--- src/pkg/exec_map.svh ---
`ifndef EXEC_MAP_SVH
`define EXEC_MAP_SVH

// ---------------------------------------------------------------------------
// Widths
// ---------------------------------------------------------------------------
`define EXEC_DATA_W      8
`define EXEC_ADDR_W      8
`define EXEC_PC_W        11
`define EXEC_MEM_DEPTH   256
`define EXEC_WDT_PRE_W   8
`define EXEC_WDT_CNT_W   8

// ---------------------------------------------------------------------------
// Reset values
// ---------------------------------------------------------------------------
`define EXEC_PC_RST      11'h000
`define EXEC_WORK_RST    8'h00

`endif

--- src/pkg/exec_pkg.sv ---
`include "exec_map.svh"

package exec_pkg;

   // ------------------------------------------------------------------------
   // Instruction set handled by the execution unit
   // ------------------------------------------------------------------------
   typedef enum logic [3:0] {
      OP_NOP,
      OP_LOWER_MEMORY_TO_WORKING,
      OP_SLEEP,
      OP_BUMP_MEMORY,
      OP_BUMP_MEMORY_TO_WORKING,
      OP_BRANCH_ABSOLUTE,
      OP_COPY_MEMORY_TO_WORKING,
      OP_COPY_IMMEDIATE,
      OP_COPY_WORKING_TO_MEMORY
   } op_t;

   // Decoded instruction word
   typedef struct packed {
      op_t                      op;
      logic [`EXEC_ADDR_W-1:0]  addr;
      logic [`EXEC_DATA_W-1:0]  imm;
      logic [`EXEC_PC_W-1:0]    target;
   } instr_t;

   // Status flags touched by this unit
   typedef struct packed {
      logic power_down_flag;
      logic watchdog_expiry_flag;
      logic zero;
   } status_t;

endpackage

--- src/exec_unit.sv ---
`timescale 1ns/100ps
`include "exec_map.svh"

// Operation
// [RULE_01] Decrement-to-working puts memory minus one in working register, sets zero.
// [RULE_02] Sleep halts execution and switches the system clock off.
// [RULE_03] Sleep keeps data memory, working register and program counter unchanged.
// [RULE_04] Sleep clears watchdog count and its prescaler.
// [RULE_05] Sleep sets power-down flag, clears expiry flag, touches no other flag.
// [RULE_06] In-place increment writes memory plus one back, updates zero flag.
// [RULE_07] Increment-to-working puts memory plus one in working register, sets zero.
// [RULE_08] Absolute branch loads program counter from instruction, no flag change.
// [RULE_09] Absolute branch takes two cycles, a dummy cycle follows.
// [RULE_10] Memory-to-working copy loads working register, no flag change.
// [RULE_11] Immediate load places constant in working register, no flag change.
// [RULE_12] Working-to-memory copy writes working register to memory, no flags.
module exec_unit (
   input  wire logic                      core_clk,
   input  wire logic                      srst,
   input  wire logic                      instr_valid,
   input  wire exec_pkg::instr_t          instr,
   input  wire logic                      wake,
   input  wire logic [`EXEC_ADDR_W-1:0]   peek_addr,
   output logic                           instr_ready_q,
   output logic [`EXEC_DATA_W-1:0]        working_register_q,
   output logic [`EXEC_PC_W-1:0]          pc_q,
   output exec_pkg::status_t              status_q,
   output logic                           sys_clk_en_q,
   output logic                           dummy_cycle_q,
   output logic [`EXEC_DATA_W-1:0]        peek_data_q
);

   // ------------------------------------------------------------------------
   // Decode
   // ------------------------------------------------------------------------
   logic [`EXEC_DATA_W-1:0]     mem_q [`EXEC_MEM_DEPTH];
   logic [`EXEC_DATA_W-1:0]     operand;
   logic [`EXEC_DATA_W-1:0]     dec_val;
   logic [`EXEC_DATA_W-1:0]     inc_val;
   logic                        fire;
   logic [`EXEC_WDT_PRE_W-1:0]  wdt_pre_q;
   logic [`EXEC_WDT_CNT_W-1:0]  wdt_cnt_q;
   logic                        pre_wrap;
   logic                        cnt_full;

   // Operand fetch and arithmetic
   assign fire    = instr_valid && instr_ready_q;
   assign operand = mem_q[instr.addr];
   assign dec_val = operand - `EXEC_DATA_W'(1);
   assign inc_val = operand + `EXEC_DATA_W'(1);

   // ------------------------------------------------------------------------
   // Data memory
   // ------------------------------------------------------------------------
   // Only the two writing instructions store; sleep leaves memory alone
   always_ff @(posedge core_clk) begin
      if (fire) begin
         unique case (instr.op)
            exec_pkg::OP_BUMP_MEMORY: begin
               mem_q[instr.addr] <= inc_val; // RULE_06
            end
            exec_pkg::OP_COPY_WORKING_TO_MEMORY: begin
               mem_q[instr.addr] <= working_register_q; // RULE_12
            end
            default: ;
         endcase
      end
   end

   // Registered look-at port into memory
   always_ff @(posedge core_clk) begin
      if (srst) begin
         peek_data_q <= `EXEC_WORK_RST;
      end else begin
         peek_data_q <= mem_q[peek_addr];
      end
   end

   // ------------------------------------------------------------------------
   // Working register
   // ------------------------------------------------------------------------
   always_ff @(posedge core_clk) begin
      if (srst) begin
         working_register_q <= `EXEC_WORK_RST;
      end else if (fire) begin
         unique case (instr.op)
            exec_pkg::OP_LOWER_MEMORY_TO_WORKING: begin
               working_register_q <= dec_val; // RULE_01
            end
            exec_pkg::OP_BUMP_MEMORY_TO_WORKING: begin
               working_register_q <= inc_val; // RULE_07
            end
            exec_pkg::OP_COPY_MEMORY_TO_WORKING: begin
               working_register_q <= operand; // RULE_10
            end
            exec_pkg::OP_COPY_IMMEDIATE: begin
               working_register_q <= instr.imm; // RULE_11
            end
            default: ;
         endcase
      end
   end

   // ------------------------------------------------------------------------
   // Zero flag
   // ------------------------------------------------------------------------
   // Only the three arithmetic instructions touch it
   always_ff @(posedge core_clk) begin
      if (srst) begin
         status_q.zero <= 1'b0;
      end else if (fire) begin
         unique case (instr.op)
            exec_pkg::OP_LOWER_MEMORY_TO_WORKING: begin
               status_q.zero <= (dec_val == '0); // RULE_01
            end
            exec_pkg::OP_BUMP_MEMORY,
            exec_pkg::OP_BUMP_MEMORY_TO_WORKING: begin
               status_q.zero <= (inc_val == '0); // RULE_06 RULE_07
            end
            default: ;
         endcase
      end
   end

   // ------------------------------------------------------------------------
   // Program counter and branch sequencing
   // ------------------------------------------------------------------------
   always_ff @(posedge core_clk) begin
      if (srst) begin
         pc_q <= `EXEC_PC_RST;
      end else if (fire) begin
         if (instr.op == exec_pkg::OP_BRANCH_ABSOLUTE) begin
            pc_q <= instr.target; // RULE_08
         end else if (instr.op != exec_pkg::OP_SLEEP) begin // RULE_03
            pc_q <= pc_q + `EXEC_PC_W'(1);
         end
      end
   end

   // Dummy cycle inserted after a branch while the new address loads
   always_ff @(posedge core_clk) begin
      if (srst) begin
         dummy_cycle_q <= 1'b0;
      end else begin
         dummy_cycle_q <= fire && (instr.op == exec_pkg::OP_BRANCH_ABSOLUTE); // RULE_09
      end
   end

   // ------------------------------------------------------------------------
   // Halt and system clock control
   // ------------------------------------------------------------------------
   always_ff @(posedge core_clk) begin
      if (srst) begin
         sys_clk_en_q <= 1'b1;
      end else if (fire && instr.op == exec_pkg::OP_SLEEP) begin
         sys_clk_en_q <= 1'b0; // RULE_02
      end else if (wake) begin
         sys_clk_en_q <= 1'b1;
      end
   end

   // Ready drops for the branch dummy cycle and while halted
   always_ff @(posedge core_clk) begin
      if (srst) begin
         instr_ready_q <= 1'b1;
      end else if (fire && instr.op == exec_pkg::OP_SLEEP) begin
         instr_ready_q <= 1'b0; // RULE_02
      end else if (fire && instr.op == exec_pkg::OP_BRANCH_ABSOLUTE) begin
         instr_ready_q <= 1'b0; // RULE_09
      end else if (!sys_clk_en_q) begin
         instr_ready_q <= wake;
      end else begin
         instr_ready_q <= 1'b1;
      end
   end

   // ------------------------------------------------------------------------
   // Watchdog timer
   // ------------------------------------------------------------------------
   assign pre_wrap = &wdt_pre_q;
   assign cnt_full = &wdt_cnt_q;

   // Prescaler and count run only while the system clock is on
   always_ff @(posedge core_clk) begin
      if (srst) begin
         wdt_pre_q <= '0;
         wdt_cnt_q <= '0;
      end else if (fire && instr.op == exec_pkg::OP_SLEEP) begin
         wdt_pre_q <= '0; // RULE_04
         wdt_cnt_q <= '0; // RULE_04
      end else if (sys_clk_en_q) begin
         wdt_pre_q <= wdt_pre_q + `EXEC_WDT_PRE_W'(1);
         if (pre_wrap) begin
            wdt_cnt_q <= wdt_cnt_q + `EXEC_WDT_CNT_W'(1);
         end
      end
   end

   // Power-down and expiry flags; sleep writes both, the watchdog also sets the expiry flag
   always_ff @(posedge core_clk) begin
      if (srst) begin
         status_q.power_down_flag      <= 1'b0;
         status_q.watchdog_expiry_flag <= 1'b0;
      end else if (fire && instr.op == exec_pkg::OP_SLEEP) begin
         status_q.power_down_flag      <= 1'b1; // RULE_05
         status_q.watchdog_expiry_flag <= 1'b0; // RULE_05
      end else if (sys_clk_en_q && pre_wrap && cnt_full) begin
         status_q.watchdog_expiry_flag <= 1'b1;
      end
   end

   // ------------------------------------------------------------------------
   // Assertions
   // ------------------------------------------------------------------------
   property p_lower_to_working;
      @(posedge core_clk) disable iff (srst)
      fire && instr.op == exec_pkg::OP_LOWER_MEMORY_TO_WORKING
      |=> working_register_q == $past(operand) - 8'h01
          && status_q.zero == (working_register_q == 8'h00);
   endproperty
   a_lower_to_working: assert property (p_lower_to_working) // RULE_01
      else $error("decrement to working wrong");
   property p_sleep_halts;
      @(posedge core_clk) disable iff (srst)
      fire && instr.op == exec_pkg::OP_SLEEP && !wake
      |=> !sys_clk_en_q && !instr_ready_q && pc_q == $past(pc_q);
   endproperty
   a_sleep_halts: assert property (p_sleep_halts) // RULE_02
      else $error("sleep did not halt");
   property p_sleep_keeps;
      @(posedge core_clk) disable iff (srst)
      fire && instr.op == exec_pkg::OP_SLEEP
      |=> working_register_q == $past(working_register_q)
          && status_q.zero == $past(status_q.zero)
          && mem_q[$past(instr.addr)] == $past(operand);
   endproperty
   a_sleep_keeps: assert property (p_sleep_keeps) // RULE_03
      else $error("sleep altered state");
   property p_sleep_wdt;
      @(posedge core_clk) disable iff (srst)
      fire && instr.op == exec_pkg::OP_SLEEP
      |=> wdt_pre_q == 8'h00 && wdt_cnt_q == 8'h00;
   endproperty
   a_sleep_wdt: assert property (p_sleep_wdt) // RULE_04
      else $error("watchdog not cleared by sleep");
   property p_sleep_flags;
      @(posedge core_clk) disable iff (srst)
      fire && instr.op == exec_pkg::OP_SLEEP
      |=> status_q.power_down_flag && !status_q.watchdog_expiry_flag;
   endproperty
   a_sleep_flags: assert property (p_sleep_flags) // RULE_05
      else $error("sleep flags wrong");
   property p_bump_memory;
      @(posedge core_clk) disable iff (srst)
      fire && instr.op == exec_pkg::OP_BUMP_MEMORY
      |=> mem_q[$past(instr.addr)] == $past(operand) + 8'h01
          && working_register_q == $past(working_register_q);
   endproperty
   a_bump_memory: assert property (p_bump_memory) // RULE_06
      else $error("in place increment wrong");
   property p_bump_to_working;
      @(posedge core_clk) disable iff (srst)
      fire && instr.op == exec_pkg::OP_BUMP_MEMORY_TO_WORKING
      |=> working_register_q == $past(operand) + 8'h01
          && mem_q[$past(instr.addr)] == $past(operand);
   endproperty
   a_bump_to_working: assert property (p_bump_to_working) // RULE_07
      else $error("increment to working wrong");
   property p_branch;
      @(posedge core_clk) disable iff (srst)
      fire && instr.op == exec_pkg::OP_BRANCH_ABSOLUTE
      |=> pc_q == $past(instr.target) && $stable(status_q)
          && dummy_cycle_q && !instr_ready_q ##1 instr_ready_q;
   endproperty
   a_branch: assert property (p_branch) // RULE_08 RULE_09
      else $error("branch sequencing wrong");
   property p_copy_to_working;
      @(posedge core_clk) disable iff (srst)
      fire && (instr.op == exec_pkg::OP_COPY_MEMORY_TO_WORKING
               || instr.op == exec_pkg::OP_COPY_IMMEDIATE)
      |=> working_register_q == $past(instr.op ==
             exec_pkg::OP_COPY_IMMEDIATE ? instr.imm : operand)
          && status_q.zero == $past(status_q.zero)
          && status_q.power_down_flag == $past(status_q.power_down_flag);
   endproperty
   a_copy_to_working: assert property (p_copy_to_working) // RULE_10 RULE_11
      else $error("copy to working wrong");
   property p_copy_to_memory;
      @(posedge core_clk) disable iff (srst)
      fire && instr.op == exec_pkg::OP_COPY_WORKING_TO_MEMORY
      |=> mem_q[$past(instr.addr)] == $past(working_register_q)
          && status_q.zero == $past(status_q.zero);
   endproperty
   a_copy_to_memory: assert property (p_copy_to_memory) // RULE_12
      else $error("copy to memory wrong");

endmodule

--- config.mk ---
export PLATFORM = sky130hd
export DESIGN_NAME = exec_unit
export DESIGN_NICKNAME = d
export VERILOG_FILES = /design/src/pkg/exec_pkg.sv /design/src/exec_unit.sv
export VERILOG_INCLUDE_DIRS = /design/src /design/src/pkg
export SDC_FILE = /design/constraint.sdc
export NUM_CORES = 2
export LEC_CHECK = 0
export BUFFER_PORTS_ARGS = -buffer_cell sky130_fd_sc_hd__clkbuf_2
export CORE_MARGIN = 3
export CORE_UTILIZATION = 65
export DETAILED_ROUTE_END_ITERATION = 8
export HOLD_SLACK_MARGIN = 0.06
export PLACE_DENSITY_LB_ADDON = 0.2
export SYNTH_ARGS = -nofsm -noshare
export SYNTH_HDL_FRONTEND = slang
export SYNTH_SLANG_ARGS = --single-unit
--- constraint.sdc ---
create_clock -name core_clk -period 35.3 [get_ports core_clk]
set_input_delay 3.53 -clock core_clk [delete_from_list [all_inputs] [get_ports core_clk]]
set_output_delay 3.53 -clock core_clk [all_outputs]
set_load 0.01 [all_outputs]
==> flow_summary.ini <==
[critical_path]
cp.required_ns = 35.86
critical_path_class = in2reg
crit_start = instr[20]
critPathMaxFanout = 111
cp.arrival_ns = 12.64
startpoint_type = input port
end_kind = flip-flop
r2r_start = mem_q[139][1]$_DFFE_PP_

[clocking]
clkLatencyLatePin_ns = 0.88
cts_buffers = 208
post-cts-setup-buffer-count = 0
cts_root_buf = clkbuf_16
clk_path_buf_depth = 3
cts-resized-gates = 0
cts_tree = built
clk_pin_slew_ns = 0.06
htree_levels = 4
hold_buffers = 0
clock_sinks = 2097

[grt]
antenna_found_initial = 30
grt_max_degree = 257
grt_pass1_wl_um = 448000
grt_pass1_vias = 57400
grtUsageTotal_pct = 41.6
overflow = 0

[synth]
synth.distinct_cells = 93
synth_edf_count = 2048
syn_area_um2 = 98700
netlist_instances = 4974
syn_nets = 5023
async_flop_share_pct = 0
synth.avg_cell_area_um2 = 19.8
ys_warn_count = 0
yosys_register_bits = 2097
ys_seq_area_share_pct = 63.3
synth_ff_type = edfxtp_1

[pwr]
comb_power_share_pct = 10.5
switchingPower_mw = 1.41
p_per_area_nw_per_um2 = 53.7
p_total_mw = 5.81
p_leak_nw = 33.6
switching_share_pct = 24.3
internal_power_mw = 4.40
ir_drop_mv = 0.0461
clockPowerShare_pct = 39.9
pwr-share-seq_pct = 49.7

[route]
drt_iter0_drc = 10400
wl_um = 321000
dr_total_vias = 58600
ant_nets = 0
avgViaCountPerCell = 8.12
drc = 0
wl_per_cell_um = 44.4
dr.pass1.iters = 9

[timing]
max_slew_margin_pct = -2.10
min_period_ns = 12.08
tns_ns = 0
fmax_mhz = 82.8
final-max-slew-violation-count = 6
rsz0062_at_grt = no
setup_viol = 0
fin_crit_sh_pct = 34.2
worst-slew-pin-transition_ns = 1.53
skew_ns = 0.0383
hold_viol_final = 0

[die]
die_h_um = 396
fp.dieW_um = 396
initial_utilization_pct = 65.6
pin_count = 76
coreArea_um2 = 150000
rows = 142
die_area_um2 = 156000

[flow_run]
maxCapViolations = 1

[cells_and_area]
drive_gt1_share_pct = 33.4
area_growth_pct = 9.53
num-fill-cells = 8788
nNetsFinal = 5055

[placement]
hpwl_um = 207000
portBuffers = 75
gp_congestion = 1.06

[status]
status = complete, but fails checks
violations = capacitance limit, slew limit

[hold_path]
hold_path.class = reg2reg
hp-start = status_q[2]$_SDFFE_PP0P_
logic make-up (layout without fill, tap and decap cells):
kind of cell    after synthesis  after routing  share of synthesized area [%]
fa+ha+maj                     6              6                         0.0761
other cells                   0             18                              0
flops                      2097           2097                           63.3
compound gates              430            430                           3.16
xor+xnor                     23             23                          0.204
buf+inv                     423            631                           2.23
mux                        1338           1338                           27.8
simple gates                657            657                           3.21
layout make-up:
cell class,instances,area (um^2),area share (%)
diodes,18,45.0,0.0417
clock buffers,245,5370,4.97
clock inverters,141,1700,1.57
inverters,12,45.0,0.0417
multi-input cells,2454,34200,31.6
flip-flops and latches,2097,62500,57.8
well taps,2016,2520,2.33
repair buffers,233,1740,1.61
registers in the layout, indices dropped and copies added, names as in the netlist:
name                cells
dummy_cycle_q           1
instr_ready_q           1
pc_q                   11
mem_q                2048
wdt_cnt_q               8
sys_clk_en_q            1
peek_data_q             8
working_register_q      8
wdt_pre_q               8
status_q                3
layer usage:
layer  track usage [%]  vias up  routed length (um)
met5             0.770        -                 359
met1              54.4    30200              100000
met2              59.7     5604              143000
li1                  -    21600                   -
met4              24.8       22               24600
met3              16.6     1137               53100
through the flow:
| step | instance area, um^2 | util (%) | std cells | hold slack [ns] | setup WS, ns |
|---|---|---|---|---|---|
| 4_1_cts | 108000 | 71.8 | 7197 | 0.447 | 22.82 |
| 6_report | 108000 | 71.9 | 7216 | 0.442 | 23.22 |
| 3_5_place_dp | 101000 | 67.1 | 6811 | 0.439 | 21.95 |
| 2_1_floorplan | 98700 | - | 4974 | 0.470 | 20.62 |
| 3_3_place_gp | 101000 | 67.1 | 6811 | 0.433 | 22.12 |
| 5_1_grt | 108000 | 71.9 | 7206 | 0.469 | 22.85 |
worst max-delay path, cell delays in order:
cell and delay, ns:
buf_8 0.42, buf_12 0.55, buf_12 0.62, buf_4 0.77, buf_4 0.85, mux2i_1 0.17, a22oi_1 0.24, a21oi_1 0.10
nor4_1 0.76, o311ai_1 0.32, o211ai_1 0.83, and2_1 0.31, a31oi_1 0.12, nand2b_1 0.20, a21oi_4 0.16, buf_4 0.60
buf_4 0.99, buf_4 0.69
cell usage after synthesis (6+ instances only):
| library cell | count | area (um^2) |
|---|---|---|
| edfxtp_1 | 2048 | 61500 |
| mux4_2 | 1119 | 25200 |
| nor2_1 | 342 | 1280 |
| mux2i_1 | 205 | 2050 |
| clkbuf_1 | 200 | 751 |
| a22oi_1 | 199 | 1490 |
| nand2_1 | 91 | 342 |
| a21oi_1 | 79 | 395 |
| buf_1 | 68 | 255 |
| buf_2 | 50 | 250 |
| dfxtp_1 | 49 | 981 |
| nand3_1 | 48 | 240 |
| buf_6 | 46 | 518 |
| buf_4 | 43 | 323 |
| o21ai_0 | 26 | 130 |
| nor2b_1 | 23 | 144 |
| nand4_1 | 22 | 138 |
| nand2b_1 | 21 | 131 |
| nor3_1 | 18 | 90.1 |
| mux2_2 | 13 | 146 |
| xnor2_1 | 13 | 114 |
| a211oi_1 | 12 | 90.1 |
| a22o_1 | 12 | 105 |
| and3_1 | 12 | 75.1 |
| o211ai_1 | 12 | 90.1 |
| a221oi_1 | 11 | 96.3 |
| inv_1 | 11 | 41.3 |
| o22ai_1 | 10 | 62.6 |
| xor2_1 | 10 | 87.6 |
| a31oi_1 | 9 | 56.3 |
| and2_1 | 9 | 56.3 |
| a32oi_1 | 7 | 61.3 |
| and4_1 | 7 | 61.3 |
| nor4_1 | 7 | 43.8 |
| ha_1 | 6 | 75.1 |
layout by cell type, fill, tap and decap left out, types with 12 or more instances in the layout:
| master | Yosys | final |
|---|---|---|
| buf_4 | 43 | 150 |
| o211ai_1 | 12 | 12 |
| a211oi_1 | 12 | 12 |
| mux2i_1 | 205 | 205 |
| nor2_1 | 342 | 340 |
| clkinv_1 | 0 | 41 |
| clkbuf_1 | 200 | 36 |
| nand2b_1 | 21 | 21 |
| clkinv_2 | 0 | 40 |
| a21oi_1 | 79 | 73 |
| xnor2_1 | 13 | 13 |
| edfxtp_1 | 2048 | 2048 |
| nor2b_1 | 23 | 19 |
| dfxtp_1 | 49 | 49 |
| clkbuf_2 | 0 | 66 |
| mux4_2 | 1119 | 1119 |
| nor3_1 | 18 | 18 |
| a22oi_1 | 199 | 199 |
| nand2_1 | 91 | 89 |
| diode_2 | 0 | 18 |
| clkbuf_16 | 0 | 209 |
| nand4_1 | 22 | 22 |
| bufinv_16 | 0 | 33 |
| o21ai_0 | 26 | 26 |
| nand3_1 | 48 | 48 |
| and3_1 | 12 | 12 |
| a22o_1 | 12 | 12 |
power groups by stage:
stage / Clock, mW / Combinational [mW] / Sequential (mW)
after floorplan: 0 / 0.353 / 2.99
after detailed placement: 0 / 0.586 / 2.93
final: 2.32 / 0.608 / 2.88
after CTS: 2.31 / 0.588 / 2.88
after global placement: 0 / 0.574 / 2.93
after global routing: 2.41 / 0.623 / 2.88
worst paths after layout:
path	depth (start not counted)	end	slack, ns
setup / recovery	18	mem_q[132][6]$_DFFE_PP_	23.22
hold / removal	2	status_q[2]$_SDFFE_PP0P_	0.44
setup reg to reg	15	mem_q[132][6]$_DFFE_PP_	28.31
hold reg to reg	2	status_q[2]$_SDFFE_PP0P_	0.44
Power figures use the tool's default switching activity.
